[config.mk]
export PLATFORM = sky130hd
export DESIGN_NAME = spt_decoder
export DESIGN_NICKNAME = d
export VERILOG_FILES = /design/src/spt_pkg.sv /design/src/spt_sync.sv /design/src/spt_decoder.sv
export SDC_FILE = /design/constraint.sdc
export NUM_CORES = 1
export LEC_CHECK = 0
export ABC_AREA = 1
export BUFFER_PORTS_ARGS = -buffer_cell sky130_fd_sc_hd__buf_2
export CORE_MARGIN = 2
export CORE_UTILIZATION = 45
export CTS_CLUSTER_SIZE = 20
export DETAILED_ROUTE_END_ITERATION = 8
export MAX_ROUTING_LAYER = met4
export PLACE_DENSITY = 0.61
export SLEW_MARGIN = 20
export SYNTH_ARGS = -nofsm -noshare
export SYNTH_HDL_FRONTEND = slang
export SYNTH_SLANG_ARGS = --single-unit
[constraint.sdc]
create_clock -name clk -period 7.2 [get_ports clk]
set_clock_uncertainty 0.05 [all_clocks]
set_input_delay 1.08 -clock clk [delete_from_list [all_inputs] [get_ports clk]]
set_output_delay 1.08 -clock clk [all_outputs]
set_load 0.05 [all_outputs]
[src/spt_pkg.sv]
// Shared types and constants for the serial trigger and decode unit
package spt_pkg;
    localparam int SPT_WORD_MAX = 32;
    localparam int SPT_PAT_MAX = 32;
    localparam int SPT_NIBBLES = 8;
    localparam int SPT_CNT_W = 16;
    localparam int SPT_GAP_W = 20;
    localparam int SPT_TS_W = 32;
    localparam int SPT_LEN_W = 6;
    localparam int SPT_SYNC_W = 3;
    // Reset values and the length maximum
    localparam logic [SPT_LEN_W-1:0] SPT_LEN_RST = 6'h00;
    localparam logic [SPT_CNT_W-1:0] SPT_CNT_RST = 16'h0000;
    localparam logic [SPT_TS_W-1:0] SPT_TS_RST = 32'h00000000;
    localparam logic [SPT_LEN_W-1:0] SPT_LEN_MAX = 6'h20;
    // Polarity defaults: chip select low-active, data high-active
    localparam logic SPT_CS_LOW_DEF = 1'b1;
    localparam logic SPT_DATA_LOW_DEF = 1'b0;

    typedef enum logic [3:0] {
        SPT_TRIG_BEGIN = 4'h1,
        SPT_TRIG_FINISH = 4'h2,
        SPT_TRIG_BIT = 4'h4,
        SPT_TRIG_MATCH = 4'h8
    } spt_mode_t;

    typedef enum logic [1:0] {
        SPT_PB_ZERO = 2'h0,
        SPT_PB_ONE = 2'h1,
        SPT_PB_WILD = 2'h2
    } spt_pbit_t;

    typedef enum logic [1:0] {
        SPT_GL_HEX = 2'h0,
        SPT_GL_MIXED = 2'h1,
        SPT_GL_WILD = 2'h2,
        SPT_GL_ABSENT = 2'h3
    } spt_glyph_t;

    typedef enum logic [1:0] {
        SPT_ST_IDLE = 2'h1,
        SPT_ST_FRAME = 2'h2
    } spt_state_t;

    typedef struct packed {
        logic use_cs;
        logic cs_act_low;
        logic data_act_low;
        logic sample_fall;
        logic lsb_first;
        logic [SPT_LEN_W-1:0] word_size;
        spt_mode_t mode;
        logic [SPT_CNT_W-1:0] skip_count;
        logic [SPT_GAP_W-1:0] gap_cycles;
    } spt_cfg_t;

    typedef struct packed {
        logic [SPT_TS_W-1:0] start_rel;
        logic [SPT_CNT_W-1:0] word_count;
        logic valid;
    } spt_rec_t;
endpackage

[src/spt_sync.sv]
// Three-stage input synchroniser with agreement filter and change pulse
`timescale 1ns/1ps
module spt_sync #(
    parameter int W = 3
) (
    // Clock and reset
    input wire logic clk,
    input wire logic arst_n,
    // Raw pins
    input wire logic [W-1:0] pin,
    // Filtered level and one-cycle change pulse
    output logic [W-1:0] lvl,
    output logic [W-1:0] chg
);
    logic [W-1:0] s1_q;
    logic [W-1:0] s2_q;
    logic [W-1:0] s3_q;
    logic [W-1:0] lvl_q;

    // Chain; first stage feeds only the second
    always_ff @(posedge clk or negedge arst_n) begin
        if (!arst_n) begin
            s1_q <= '0;
            s2_q <= '0;
            s3_q <= '0;
        end else begin
            s1_q <= pin;
            s2_q <= s1_q;
            s3_q <= s2_q;
        end
    end

    // Accept a new level only once stages two and three agree
    always_ff @(posedge clk or negedge arst_n) begin
        if (!arst_n) begin
            lvl_q <= '0;
        end else begin
            for (int i = 0; i < W; i++) begin
                if (s2_q[i] == s3_q[i]) begin
                    lvl_q[i] <= s3_q[i];
                end
            end
        end
    end

    assign lvl = lvl_q;
    assign chg = {W{1'b0}} | ((s2_q ~^ s3_q) & (s3_q ^ lvl_q));
endmodule // spt_sync

[src/spt_decoder.sv]
// Serial link trigger and frame decode unit
`timescale 1ns/1ps
module spt_decoder
    import spt_pkg::*;
(
    // Clock and reset
    input wire logic clk,
    input wire logic arst_n,
    // Observed link pins
    input wire logic link_sclk,
    input wire logic link_cs,
    input wire logic link_data,
    // Configuration
    input wire spt_cfg_t cfg,
    // Pattern and length entry
    input wire logic pat_wr,
    input wire logic [4:0] pat_idx,
    input wire spt_pbit_t pat_bit,
    input wire logic match_length_cmd,
    input wire logic [SPT_LEN_W-1:0] match_length_val,
    // Trigger
    output logic trig,
    output logic [SPT_CNT_W-1:0] trig_bit,
    output logic frame_active,
    // Decoded words
    output logic word_stb,
    output logic [SPT_WORD_MAX-1:0] word_data,
    // Frame record
    output logic rec_stb,
    output spt_rec_t rec,
    // Pattern view
    output logic [SPT_LEN_W-1:0] match_length,
    output spt_glyph_t [SPT_NIBBLES-1:0] glyph
);
    logic [SPT_SYNC_W-1:0] lvl;
    logic [SPT_SYNC_W-1:0] chg;
    spt_state_t st_q;
    logic [SPT_GAP_W-1:0] gap_q;
    logic seen_q;
    logic [SPT_CNT_W-1:0] bit_num_q;
    logic mis_q;
    logic [SPT_TS_W-1:0] ts_q;
    logic [SPT_TS_W-1:0] pstart_ts_q;
    logic [SPT_TS_W-1:0] trig_ts_q;
    logic [SPT_TS_W-1:0] fbeg_ts_q;
    logic [SPT_LEN_W-1:0] wbits_q;
    logic [SPT_WORD_MAX-1:0] acc_q;
    logic [SPT_CNT_W-1:0] wcount_q;
    logic [SPT_PAT_MAX-1:0] pval_q;
    logic [SPT_PAT_MAX-1:0] pcare_q;
    logic [SPT_LEN_W-1:0] len_q;
    logic trig_q;
    logic [SPT_CNT_W-1:0] trig_bit_q;
    logic word_stb_q;
    logic [SPT_WORD_MAX-1:0] word_q;
    logic rec_stb_q;
    spt_rec_t rec_q;
    spt_glyph_t [SPT_NIBBLES-1:0] glyph_q;

    // Place one bit into the word under assembly
    function automatic logic [SPT_WORD_MAX-1:0] spt_put(input logic [SPT_WORD_MAX-1:0] acc,
                                                         input logic [SPT_LEN_W-1:0] idx,
                                                         input logic b,
                                                         input logic lsb);
        logic [SPT_WORD_MAX-1:0] r;
        r = acc;
        if (lsb) begin
            r[idx[4:0]] = b;
        end else begin
            r = {acc[SPT_WORD_MAX-2:0], b};
        end
        return r;
    endfunction

    // Classify one nibble of the pattern for display
    function automatic spt_glyph_t spt_nib(input logic [3:0] care, input int base,
                                           input logic [SPT_LEN_W-1:0] len);
        spt_glyph_t g;
        g = SPT_GL_HEX;
        if (int'(len) <= base) begin
            g = SPT_GL_ABSENT;
        end else if (int'(len) < base + 4) begin
            g = SPT_GL_MIXED;
        end else if (care == 4'h0) begin
            g = SPT_GL_WILD;
        end else if (care != 4'hF) begin
            g = SPT_GL_MIXED;
        end
        return g;
    endfunction

    spt_sync #(.W(SPT_SYNC_W)) u_sync (
        .clk(clk),
        .arst_n(arst_n),
        .pin({link_data, link_cs, link_sclk}),
        .lvl(lvl),
        .chg(chg)
    );

    // Polarity and edge selection
    logic cs_act;
    logic din;
    logic smp;
    logic gap_exp;
    logic begin_ev;
    logic finish_ev;
    logic bit_ev;
    // A change pulse comes while lvl still holds the old level, so edges judge the new one
    assign cs_act = (lvl[1] ^ chg[1]) ^ cfg.cs_act_low;
    assign din = lvl[2] ^ cfg.data_act_low;
    assign smp = chg[0] & ((lvl[0] ^ chg[0]) == ~cfg.sample_fall);
    // Gap expiry pulses once per quiet interval, on the cycle the count stands one below the gap
    assign gap_exp = (cfg.gap_cycles != '0) && (gap_q == cfg.gap_cycles - 1'b1) && !chg[0];
    assign begin_ev = cfg.use_cs ? (chg[1] & cs_act)
                                 : (gap_exp & ((st_q == SPT_ST_IDLE) | seen_q));
    assign finish_ev = cfg.use_cs ? (chg[1] & ~cs_act & (st_q == SPT_ST_FRAME))
                                  : (gap_exp & (st_q == SPT_ST_FRAME) & seen_q);
    assign bit_ev = smp & (st_q == SPT_ST_FRAME) & ~begin_ev;

    // Pattern window arithmetic
    logic [SPT_CNT_W:0] pos;
    logic in_win;
    logic mis_now;
    logic last_bit;
    logic hit;
    assign pos = {1'b0, bit_num_q} - {1'b0, cfg.skip_count};
    assign in_win = !pos[SPT_CNT_W] && (pos < {11'h000, len_q});
    assign mis_now = pcare_q[pos[4:0]] & (din != pval_q[pos[4:0]]);
    assign last_bit = (pos == {11'h000, len_q} - 17'h00001);

    // Trigger condition selected by mode
    always_comb begin
        hit = 1'b0;
        unique case (cfg.mode)
            SPT_TRIG_BEGIN: hit = begin_ev;
            SPT_TRIG_FINISH: hit = finish_ev;
            SPT_TRIG_BIT: hit = bit_ev && (bit_num_q == cfg.skip_count);
            SPT_TRIG_MATCH: hit = bit_ev && in_win && last_bit && !(mis_q | mis_now);
            default: hit = 1'b0;
        endcase
    end

    // Matched sequence is only known at its last bit; date it back to the first,
    // which is this very sample when the match length is one
    logic [SPT_TS_W-1:0] hit_ts;
    assign hit_ts = (cfg.mode == SPT_TRIG_MATCH && bit_num_q != cfg.skip_count) ? pstart_ts_q
                                                                                 : ts_q;

    // Frame state
    always_ff @(posedge clk or negedge arst_n) begin
        if (!arst_n) begin
            st_q <= SPT_ST_IDLE;
        end else if (begin_ev) begin
            st_q <= SPT_ST_FRAME;
        end else if (finish_ev) begin
            st_q <= SPT_ST_IDLE;
        end
    end

    // Quiet time since the last clock edge; saturates at the gap
    always_ff @(posedge clk or negedge arst_n) begin
        if (!arst_n) begin
            gap_q <= '0;
        end else if (chg[0]) begin
            gap_q <= '0;
        end else if (gap_q < cfg.gap_cycles) begin
            gap_q <= gap_q + 1'b1;
        end
    end

    // Bit counter and compare state, cleared at every begin
    always_ff @(posedge clk or negedge arst_n) begin
        if (!arst_n) begin
            bit_num_q <= SPT_CNT_RST;
            mis_q <= 1'b0;
            seen_q <= 1'b0;
        end else if (begin_ev) begin
            bit_num_q <= SPT_CNT_RST;
            mis_q <= 1'b0;
            seen_q <= 1'b0;
        end else if (bit_ev) begin
            seen_q <= 1'b1;
            if (bit_num_q != '1) begin
                bit_num_q <= bit_num_q + 1'b1;
            end
            if (in_win) begin
                mis_q <= mis_q | mis_now;
            end
        end
    end

    // Free-running time base and captured time marks
    always_ff @(posedge clk or negedge arst_n) begin
        if (!arst_n) begin
            ts_q <= SPT_TS_RST;
            pstart_ts_q <= SPT_TS_RST;
            fbeg_ts_q <= SPT_TS_RST;
            trig_ts_q <= SPT_TS_RST;
        end else begin
            ts_q <= ts_q + 1'b1;
            if (begin_ev) begin
                fbeg_ts_q <= ts_q;
            end
            if (bit_ev && bit_num_q == cfg.skip_count) begin
                pstart_ts_q <= ts_q;
            end
            if (hit) begin
                trig_ts_q <= hit_ts;
            end
        end
    end

    // Trigger pulse and its bit position
    always_ff @(posedge clk or negedge arst_n) begin
        if (!arst_n) begin
            trig_q <= 1'b0;
            trig_bit_q <= SPT_CNT_RST;
        end else begin
            trig_q <= hit;
            if (hit) begin
                // Begin precedes every bit; finish reports the bits seen
                trig_bit_q <= (cfg.mode == SPT_TRIG_FINISH) ? bit_num_q
                            : (cfg.mode == SPT_TRIG_BEGIN) ? SPT_CNT_RST : cfg.skip_count + 1'b1;
            end
        end
    end

    // Word assembly
    always_ff @(posedge clk or negedge arst_n) begin
        if (!arst_n) begin
            wbits_q <= SPT_LEN_RST;
            acc_q <= '0;
            wcount_q <= SPT_CNT_RST;
            word_stb_q <= 1'b0;
            word_q <= '0;
        end else begin
            word_stb_q <= 1'b0;
            if (begin_ev) begin
                wbits_q <= SPT_LEN_RST;
                acc_q <= '0;
                wcount_q <= SPT_CNT_RST;
            end else if (bit_ev) begin
                if (wbits_q + 1'b1 >= cfg.word_size) begin
                    word_q <= spt_put(acc_q, wbits_q, din, cfg.lsb_first);
                    word_stb_q <= 1'b1;
                    wbits_q <= SPT_LEN_RST;
                    acc_q <= '0;
                    wcount_q <= wcount_q + 1'b1;
                end else begin
                    acc_q <= spt_put(acc_q, wbits_q, din, cfg.lsb_first);
                    wbits_q <= wbits_q + 1'b1;
                end
            end
        end
    end

    // Frame record; a trailing partial word or an empty frame marks it not valid
    always_ff @(posedge clk or negedge arst_n) begin
        if (!arst_n) begin
            rec_stb_q <= 1'b0;
            rec_q <= '0;
        end else begin
            rec_stb_q <= finish_ev;
            if (finish_ev) begin
                // A finish trigger lands in this same cycle and must already count
                rec_q.start_rel <= fbeg_ts_q - (hit ? hit_ts : trig_ts_q);
                rec_q.word_count <= wcount_q;
                rec_q.valid <= (wbits_q == '0) && (wcount_q != '0);
            end
        end
    end

    // Pattern entry with automatic length growth
    always_ff @(posedge clk or negedge arst_n) begin
        if (!arst_n) begin
            pval_q <= '0;
            pcare_q <= '0;
            len_q <= SPT_LEN_RST;
        end else begin
            if (pat_wr) begin
                pval_q[pat_idx] <= (pat_bit == SPT_PB_ONE);
                pcare_q[pat_idx] <= (pat_bit != SPT_PB_WILD);
            end
            if (pat_wr && ({1'b0, pat_idx} + 6'h01 > (match_length_cmd ?
                    match_length_val : len_q))) begin
                len_q <= {1'b0, pat_idx} + 6'h01;
            end else if (match_length_cmd) begin
                len_q <= (match_length_val > SPT_LEN_MAX) ? SPT_LEN_MAX
                                                          : match_length_val;
            end
        end
    end

    // Nibble display classes
    always_ff @(posedge clk or negedge arst_n) begin
        if (!arst_n) begin
            glyph_q <= {SPT_NIBBLES{SPT_GL_ABSENT}};
        end else begin
            for (int n = 0; n < SPT_NIBBLES; n++) begin
                glyph_q[n] <= spt_nib(pcare_q[n*4 +: 4], n * 4, len_q);
            end
        end
    end

    assign trig = trig_q;
    assign trig_bit = trig_bit_q;
    assign frame_active = (st_q == SPT_ST_FRAME);
    assign word_stb = word_stb_q;
    assign word_data = word_q;
    assign rec_stb = rec_stb_q;
    assign rec = rec_q;
    assign match_length = len_q;
    assign glyph = glyph_q;
endmodule // spt_decoder

==> summary.txt, run 1 <==
Power
  – Maximum VDD drop: 0.184 mV
  – Sw Share: 41.5%
  – Cell Int Power: 0.00543 W
  – Pwr dens: 347 nW/um^2
  – Switching pwr: 0.00386 W
  – P_leak: 13.4 nW
  – Clock share of power: 27.1%
  – Seq pwr share: 35.3%
  – Gate power share: 37.7%

Timing
  – Fin crit share: 90.4%
  – RSZ-0062 raised after global routing: no
  – Min Tclk post-route: 6510 ps
  – Final setup violation count: 0
  – Final Max Tran Viols: 0
  – Final hold vios: 0
  – TNS Setup: 0 ps
  – Worst hold slack: 306 ps
  – Slew margin rel.: 38.6%
  – Fmax: 154 MHz
  – Worst-Margin Slew: 921 ps

Worst setup path
  – Slowest cell delay on critical path: 390 ps
  – Crit. End Element: flop
  – Worst-path fanout max: 11
  – Crit-path leading delay family: simple AND/OR/NAND/NOR gates
  – Data required time of the critical path: 7640 ps
  – Slowest CP cell: fa_1
  – Setup CP Type: in2reg
  – CP Launch Type: input port
  – CP Buf/Inv Count: 4
  – CP most frequent cell: nand2_1
  – Worst path arrival time: 6950 ps

Route
  – DRC Markers: 0
  – Initial drt markers: 1465
  – Post-route ant nets: 0
  – Via Count: 20400
  – DR vias/cell: 5.29
  – DRT Pass-1 Iters: 5
  – Drt wl/cell: 16.3 um
  – Final WL: 62900 um

Layout
  – Syn-to-layout area delta: 14.5%
  – Fin util: 52.1%
  – Layout cells sized above 1: 11.9%
  – Final nets: 3319

Yosys
  – Biggest area consumer among synthesized cells: dfrtp_1
  – Top-area cell type share of the netlist area: 43.2%
  – Yosys cell types: 68
  – Seq/Total Area, Yosys: 45.1%
  – Ys flop type: dfrtp_1
  – Largest cells by area after synthesis: dfrtp_1, nand2_1, o21ai_0, inv_1, ha_1
  – Syn Inst Count: 2964
  – Post-synth top cells: nand2_1, dfrtp_1, o21ai_0, inv_1, nor2_1
  – Synthesized area per cell: 7.88 um^2
  – Fraction of registers with async set/reset: 100%
  – Synth Net Count: 3138
  – Synthesis Warnings: 0
  – Number of flops mapped to enable cells by yosys: 0
  – Seq cells post-synth: 420
  – Most numerous cell in the Yosys netlist: nand2_1
  – Synthesized cell area: 23400 um^2

Clock network
  – Worst skew pair latency: 600 ps
  – Post-CTS setup buffer count: 0
  – Clock root cell: clkbuf_16
  – # H-tree levels: 2
  – CTS sink cnt: 420
  – TritonCTS clock tree: done
  – Max Buffers Root-to-Sink: 3
  – Total CTS buffers: 48
  – Clock slew at reported path FFs: 60 ps
  – Hold-fix buffers at CTS: 0

Global route
  – Tot GR Track Use: 24.3%
  – Remaining global-route overflow: 0
  – First-pass GRT wire length: 103000 um
  – Initial antenna violation count: 5
  – Number of global-route vias before repair: 19800
  – Largest net degree at the start of global routing: 177

Die
  – Core ar.: 51300 um^2
  – # rows: 83
  – # IOs: 194
  – Initial Utilization: 45.5%
  – Die width: 232 um
  – Die area: 53700 um^2
  – DIE HEIGHT: 232 um

Placement
  – Final Wtd Congestion: 0.939
  – Detailed Place HPWL: 46200 um
  – Port Buf Inserts: 193

Hold path
  – HP Class: reg2reg

Flow run
  – Max-Cap Viols: 0

Run status
  – Status: finished, final reports clean
==> cell type report <==
type,instances,area [um^2]
antenna,5,12.5
clock buffer,63,1350
clock inverter,22,280
fill,4979,24600
inverter,364,1370
multi-input combinational,2086,11100
sequential,420,10500
tap,680,851
timing repair buffer,225,1260
==> worst register-to-register path: cells and delay by family (launching register included) <==
| kind | cells | cell delay [ps] |
|---|---|---|
| flip-flops | 1 | 350 |
| buffers and inverters | 4 | 320 |
| AO/OA/AOI/OAI | 10 | 1590 |
| adder cells (fa/ha/maj) | 5 | 1450 |
| AND/OR/NAND/NOR | 23 | 2400 |
==> power by group through the flow <==
stage	Combinational, W	Clock (W)	Sequential (W)
after floorplan	0.00168	0	0.00411
after global placement	0.00345	0	0.00330
after detailed placement	0.00350	0	0.00331
after CTS	0.00351	0.00258	0.00328
after global routing	0.00389	0.00267	0.00335
final	0.00350	0.00251	0.00328
==> state kept, by name, summed over array words and instances, names as in the netlist, 2 cells and up <==
| name | count |
|---|---|
| rec | 49 |
| acc_q | 32 |
| fbeg_ts_q | 32 |
| pcare_q | 32 |
| pstart_ts_q | 32 |
| pval_q | 32 |
| trig_ts_q | 32 |
| ts_q | 32 |
| word_data | 32 |
| gap_q | 20 |
| bit_num_q | 16 |
| glyph | 16 |
| trig_bit | 16 |
| wcount_q | 16 |
| match_length | 6 |
| wbits_q | 6 |
| u_sync.lvl | 3 |
| u_sync.s1_q | 3 |
| u_sync.s2_q | 3 |
| u_sync.s3_q | 3 |
| st_q | 2 |
==> metrics by stage <==
| step | total power (W) | cells | setup WS, ps | area [um^2] |
|---|---|---|---|---|
| floorplan | 0.00579 | 2964 | 481 | 23400 |
| global route | 0.00991 | 3863 | 51.0 | 26700 |
| CTS | 0.00937 | 3859 | 673 | 26700 |
| global placement | 0.00675 | 3774 | 234 | 25100 |
| detailed placement | 0.00682 | 3774 | 50.0 | 25100 |
| finish | 0.00929 | 3865 | 695 | 26700 |
==> cells in the final DEF, fill, tap and decap left out, types with 12 or more instances in the layout <==
cell type,n
nor3_1,42
nor4_1,21
o21ai_0,359
o311ai_0,22
nor2_1,221
inv_1,357
nand4_1,35
clkbuf_16,49
buf_2,192
clkinv_2,12
o211ai_1,41
a21oi_1,107
ha_1,101
dfstp_2,17
dfrtp_1,403
buf_4,29
o22ai_1,18
xor2_1,61
a31oi_1,16
nand3_1,153
nand2_1,738
xnor2_1,19
==> repair_timing <==
action                                  4_1_cts  5_1_grt
resized for setup                             0        1
hold endpoints to repair                      0        0
endpoints found under the setup margin        0        1
==> layer usage <==
metal	vias to the layer above	global-route usage, %	part of all wire, %
met3	95	3.90	5.4
met1	9693	32.3	46
met4	0	6.61	2.2
li1	10200	-	-
met2	475	38.6	46
met5	-	-	0
==> kinds of logic after synthesis <==
group / share of synthesized area [%]
simple gates: 23.3
compound gates: 14.9
buf+inv: 7.48
flops: 45.1
fa+ha+maj: 5.63
xor+xnor: 3.18
mux: 0.434
==> path summary, 6_finish.rpt <==
kind                            depth (start not counted)  slack (ps)      startpoint              to
worst max-delay path                                   42         690         cfg[20]         rec[43]
min in group asynchronous                               1         420          arst_n       gap_q[11]
worst min register to register                          0         310  u_sync.s1_q[2]  u_sync.s2_q[2]
worst min-delay path                                    0         310  u_sync.s1_q[2]  u_sync.s2_q[2]
max in group asynchronous                               3        5360          arst_n   fbeg_ts_q[29]
worst max register to register                         42         910    bit_num_q[0]         rec[43]
(Power assumes the default switching activity.)
==> run 2, diff against run 1 <==
==> constraint.sdc (replaced) <==
create_clock -name clk -period 7.8 [get_ports clk]
set_clock_uncertainty 0.05 [all_clocks]
set_input_delay 1.17 -clock clk [delete_from_list [all_inputs] [get_ports clk]]
set_output_delay 1.17 -clock clk [all_outputs]
set_load 0.05 [all_outputs]
==> run 2 against run 1 <==
  * Flip-flop and latch count did not move
  * Cell area decreased by 0.20%
  * Cell count shrank 0.18%
  * Via count hardly changed
  * First-iteration DRC count shrank 2.2%
  * Count of clock-buffer cells in the layout is 3 higher
  * Global-route usage is 0.12 points higher
  * Setup slack better by 63 ps
  * Register-to-register slack improved by 70 ps
==> summary.txt, run 2 (synthesis gave the netlist of run 1 again) <==
Run status
  – Status: finished, final reports clean

Die
  – Die area: 53700 um^2
  – DIE HEIGHT: 232 um
  – Core ar.: 51300 um^2
  – Die width: 232 um
  – # IOs: 194
  – Initial Utilization: 45.5%
  – # rows: 83

Layout
  – Register area: 10500 um^2
  – Syn-to-layout area delta: 14.3%
  – Final non-filler cell total: 3858
  – Design area: 26700 um^2
  – Multi-input gate area: 11100 um^2
  – Final nets: 3309
  – Largest register FFs: 49
  – Commonest non-fill, non-tap cells in the layout: nand2_1, dfrtp_1, o21ai_0, inv_1, nor2_1
  – Layout cells sized above 1: 11.5%
  – Commonest non-fill, non-tap cell in the layout: nand2_1
  – Layout fillers: 4949

Route
  – Via Count: 20500
  – Post-route ant nets: 0
  – DRC Markers: 0
  – DR vias/cell: 5.30
  – DRT Pass-1 Iters: 5
  – Final WL: 63300 um
  – Drt wl/cell: 16.4 um
  – Initial drt markers: 1433

Global route
  – Initial antenna violation count: 5
  – Number of global-route vias before repair: 19800
  – First-pass GRT wire length: 103000 um
  – Largest net degree at the start of global routing: 167
  – Remaining global-route overflow: 0
  – Tot GR Track Use: 24.4%

Clock network
  – Hold-fix buffers at CTS: 0
  – Clock root cell: clkbuf_16
  – Max Buffers Root-to-Sink: 3
  – Worst skew pair latency: 590 ps
  – # resized after CTS: 0
  – # H-tree levels: 2
  – CTS sink cnt: 420
  – TritonCTS clock tree: done
  – Total CTS buffers: 47
  – Post-CTS setup buffer count: 0
  – Clock slew at reported path FFs: 60 ps

Worst setup path
  – Reg2Reg Depth: 42
  – Slowest CP cell: fa_1
  – Crit. End Element: flop
  – Worst reg2reg path endpoint: rec[43]
  – Slowest cell delay on critical path: 480 ps
  – Crit path from: cfg[20]
  – CP Launch Type: input port
  – CP most frequent cell: nand2_1
  – Cell count along the critical path: 42
  – Worst-path fanout max: 11
  – R2R Setup Slk: 980 ps
  – CP endpoint: rec[43]
  – Crit-path leading delay family: simple AND/OR/NAND/NOR gates
  – Worst R2R Start: bit_num_q[0]
  – Worst path arrival time: 7480 ps
  – CP Buf/Inv Count: 4
  – Setup CP Type: in2reg
  – Data required time of the critical path: 8240 ps

Timing
  – Final hold vios: 0
  – Slew margin rel.: 38.4%
  – Final Max Tran Viols: 0
  – Final setup violation count: 0
  – Worst-Margin Slew: 923 ps
  – TNS Setup: 0 ps
  – Fmax: 142 MHz
  – Min Tclk post-route: 7040 ps
  – Fin crit share: 90.3%
  – RSZ-0062 raised after global routing: no

Placement
  – Total placed instance area: 25000 um^2
  – Cell count after placement: 3765
  – Final Wtd Congestion: 0.931
  – Port Buf Inserts: 193
  – Detailed Place HPWL: 46100 um

Flow run
  – Max-Cap Viols: 0

Power
  – P_leak: 13.3 nW
  – Maximum VDD drop: 0.182 mV
  – Pwr dens: 323 nW/um^2

Hold path
  – HP Class: reg2reg
==> run 2: how the worst min path moves through the flow <==
stage | from | end | slack [ps] | cells after the start
floorplan | u_sync.s1_q[0] | u_sync.s2_q[0] | 280 | 0
global placement | u_sync.s1_q[2] | u_sync.s2_q[2] | 290 | 0
detailed placement | u_sync.s1_q[0] | u_sync.s2_q[0] | 290 | 0
CTS | u_sync.s1_q[0] | u_sync.s2_q[0] | 300 | 0
global route | u_sync.s1_q[0] | u_sync.s2_q[0] | 320 | 0
finish | u_sync.s1_q[0] | u_sync.s2_q[0] | 300 | 0
==> run 2: final cells by class <==
type                    count  share of cell area (%)
multi-input cells        2086                    41.6
clock inverters            20                    1.11
inverters                 364                    5.12
well taps                 680                    3.19
clock buffers              66                    5.06
diodes                      6                  0.0562
repair buffers            216                    4.47
flip-flops and latches    420                    39.4
==> run 2: through the flow <==
stage                     setup WS, ps  hold WS (ps)  utilization, %  power [W]
after floorplan                    991           281               -    0.00534
after global placement             400           285            48.7    0.00621
after detailed placement           205           290            48.7    0.00627
after CTS                          830           303            52.0    0.00868
after global routing               146           316            52.0    0.00916
final                              757           299            52.0    0.00861
==> run 2: worst reg2reg max path: cells and delay by family, from the launching register on <==
kind,cells,cell delay (ps)
AND/OR/NAND/NOR,23,2520
flip-flops,1,370
AO/OA/AOI/OAI,10,1790
buffers and inverters,4,370
adder cells (fa/ha/maj),5,1600
==> run 2: where the power goes <==
group          internal [W]  switching, W  total [W]
clock network       0.00144      0.000923    0.00236
registers           0.00270      0.000332    0.00303
logic              0.000906       0.00231    0.00321
total               0.00505       0.00356    0.00861
==> run 2: routing by layer <==
metal / wire (um) / global-route usage [%]
met5: 0 / -
met4: 1460 / 6.91
met3: 3630 / 3.63
met2: 29800 / 39.3
met1: 28400 / 32.1
==> run 3, diff against run 2 <==
--- a/config.mk
+++ b/config.mk
@@ -5,7 +5,6 @@
 export SDC_FILE = /design/constraint.sdc
 export NUM_CORES = 1
 export LEC_CHECK = 0
-export ABC_AREA = 1
 export BUFFER_PORTS_ARGS = -buffer_cell sky130_fd_sc_hd__buf_2
 export CORE_MARGIN = 2
 export CORE_UTILIZATION = 45
@@ -13,7 +12,7 @@
 export DETAILED_ROUTE_END_ITERATION = 8
 export MAX_ROUTING_LAYER = met4
 export PLACE_DENSITY = 0.61
-export SLEW_MARGIN = 20
+export RECOVER_POWER = 50
 export SYNTH_ARGS = -nofsm -noshare
 export SYNTH_HDL_FRONTEND = slang
 export SYNTH_SLANG_ARGS = --single-unit
==> run 3 against run 2 <==
  * The flow now finishes with violations (max-capacitance violations, max-slew violations)
  * Setup slack worse by 280 ps
  * Die area shrank 2.4%
  * Worst hold slack improved by 7.6 ps
  * Register-to-register slack worse by 270 ps
  * Clock power shrank 3%
  * Flip-flop and latch count unchanged
  * First-iteration DRC count is 17% lower
  * Utilization increased by 0.40 points
  * Critical path type unchanged
==> summary.txt, run 3 <==
Run status
  – Status: finished, violations left
  – Failing checks: max-capacitance violations, max-slew violations

Global route
  – Number of global-route vias before repair: 18000
  – Largest net degree at the start of global routing: 111
  – Initial antenna violation count: 2
  – Tot GR Track Use: 23.3%
  – First-pass GRT wire length: 96300 um
  – Remaining global-route overflow: 0

Timing
  – Slew margin rel.: -274%
  – Final hold vios: 0
  – Min Tclk post-route: 7320 ps
  – Worst-Margin Slew: 5610 ps
  – Fin crit share: 93.9%
  – Final Max Tran Viols: 99
  – TNS Setup: 0 ps
  – Fmax: 137 MHz
  – Final setup violation count: 0
  – RSZ-0062 raised after global routing: no

Yosys
  – Seq/Total Area, Yosys: 46.2%
  – Top-area cell type share of the netlist area: 44.3%
  – Yosys cell types: 85
  – Synthesis Warnings: 0
  – Synthesized cell area: 22800 um^2
  – Most numerous cell in the Yosys netlist: dfrtp_1
  – Post-synth top cells: dfrtp_1, nand2_1, nor2_1, a21oi_1, o21ai_0
  – Fraction of registers with async set/reset: 100%
  – Ys flop type: dfrtp_1
  – Biggest area consumer among synthesized cells: dfrtp_1
  – Synth Net Count: 2541
  – Syn Inst Count: 2367
  – Number of flops mapped to enable cells by yosys: 0
  – Synthesized area per cell: 9.62 um^2
  – Largest cells by area after synthesis: dfrtp_1, ha_1, nand2_1, a21oi_1, mux2_2
  – Seq cells post-synth: 420

Power
  – Maximum VDD drop: 0.182 mV
  – P_leak: 12.9 nW
  – Pwr dens: 289 nW/um^2

Die
  – Initial Utilization: 45.5%
  – # rows: 82
  – Die area: 52400 um^2
  – Core ar.: 50100 um^2
  – DIE HEIGHT: 229 um
  – # IOs: 194
  – Die width: 229 um

Clock network
  – # H-tree levels: 2
  – Total CTS buffers: 48
  – Clock slew at reported path FFs: 60 ps
  – Worst skew pair latency: 590 ps
  – Clock root cell: clkbuf_16
  – Max Buffers Root-to-Sink: 3
  – CTS sink cnt: 420
  – TritonCTS clock tree: done

Hold path
  – HP Class: reg2reg
  – Hold path cells: 0
  – Worst Hold End: u_sync.s2_q[1]
  – Hold path start: u_sync.s1_q[1]

Worst setup path
  – Reg2Reg Depth: 31
  – Crit. End Element: flop
  – Data required time of the critical path: 8260 ps
  – Slowest cell delay on critical path: 540 ps
  – Setup CP Type: in2reg
  – Worst path arrival time: 7780 ps
  – CP Launch Type: input port
  – Worst reg2reg path endpoint: rec[43]
  – Worst-path fanout max: 18
  – R2R Setup Slk: 710 ps
  – Slowest CP cell: fa_1
  – Worst R2R Start: bit_num_q[0]

Layout
  – Final nets: 2729
  – Syn-to-layout area delta: 15.3%
  – Design area: 26300 um^2
  – Largest register FFs: 49
  – Layout fillers: 4635
  – Commonest non-fill, non-tap cell in the layout: dfrtp_1
  – Fin util: 52.4%
  – Commonest non-fill, non-tap cells in the layout: dfrtp_1, nand2_1, nor2_1, buf_2, a21oi_1
  – Layout cells sized above 1: 17.8%

Flow run
  – Max-Cap Viols: 1

Placement
  – Final Wtd Congestion: 0.943
  – Port Buf Inserts: 193
  – Total placed instance area: 24600 um^2
  – Detailed Place HPWL: 42600 um

Route
  – Final WL: 59400 um
  – DR vias/cell: 5.53
  – Initial drt markers: 1186
  – Drt wl/cell: 18.2 um
  – DRT Pass-1 Iters: 5
  – Post-route ant nets: 0
  – DRC Markers: 0
  – Via Count: 18100
run 3: where the power goes:
group / switching (W) / internal, W / leakage, nW / total, W
clock network: 0.000928 / 0.00136 / 0.797 / 0.00228
logic: 0.00167 / 0.000845 / 6.55 / 0.00251
registers: 0.000246 / 0.00253 / 5.51 / 0.00278
run 3: how the worst max path moves through the flow:
stage / cells past startpoint / startpoint / slack, ps / to
after CTS: 31 / cfg[20] / 520 / rec[43]
final: 31 / cfg[20] / 480 / rec[43]
after floorplan: 36 / cfg[20] / 20 / rec[45]
after global routing: 35 / cfg[20] / 20 / rec[45]
after global placement: 31 / cfg[20] / 110 / rec[45]
after detailed placement: 31 / cfg[20] / -70 / rec[43]
run 3: timing repair:
| item | 4_1_cts | 5_1_grt |
|---|---|---|
| setup buffers | 0 | 0 |
| gates resized for setup | 0 | 1 |
| setup endpoints to repair | 0 | 4 |
| hold buffers | 0 | 0 |
run 3: critical path, delay by kind of cell:
family	cells	cell delay [ps]
AO/OA/AOI/OAI	13	2690
adder cells (fa/ha/maj)	5	1760
multiplexers	2	820
buffers and inverters	5	730
AND/OR/NAND/NOR	5	450
XOR/XNOR	1	140
run 3: logic make-up (layout without fill, tap and decap cells):
kind of cell               Yosys count  in the layout  synth area share (%)
and+or+nand+nor                    810            810                  16.7
muxes                              173            173                  9.20
xor gates and xnor gates           151            151                  5.81
adders and majority gates          108            108                  5.96
other                                0              3                     0
buffers and inverters              214            441                  3.54
DFF                                420            420                  46.2
AOI/OAI and AO/OA                  491            491                  12.6
run 3: through the flow:
| step | hold slack [ps] | std cells | total power, W | setup WS (ps) |
|---|---|---|---|---|
| after detailed placement | 290 | 3177 | 0.00534 | -70.4 |
| after global placement | 289 | 3177 | 0.00529 | 114 |
| final | 307 | 3269 | 0.00758 | 479 |
| after floorplan | 281 | 2367 | 0.00456 | 22.7 |
| after global routing | 317 | 3268 | 0.00797 | 23.1 |
| after CTS | 308 | 3266 | 0.00765 | 518 |
run 3: routing by layer:
| metal | global-route usage, % | routed length [um] |
|---|---|---|
| met5 | - | 0 |
| met4 | 7.51 | 1800 |
| met3 | 2.63 | 2310 |
| met2 | 37.4 | 28100 |
| met1 | 31.1 | 27200 |
run 3: final cells by class:
cell class	instances	area [um^2]	area share, %
antenna	3	7.51	0.0286
clock buffer	71	1450	5.52
clock inverter	18	170	0.648
inverter	113	424	1.62
multi-input combinational	1733	11500	43.7
sequential	420	10500	40.1
tap	672	841	3.20
timing repair buffer	239	1350	5.15
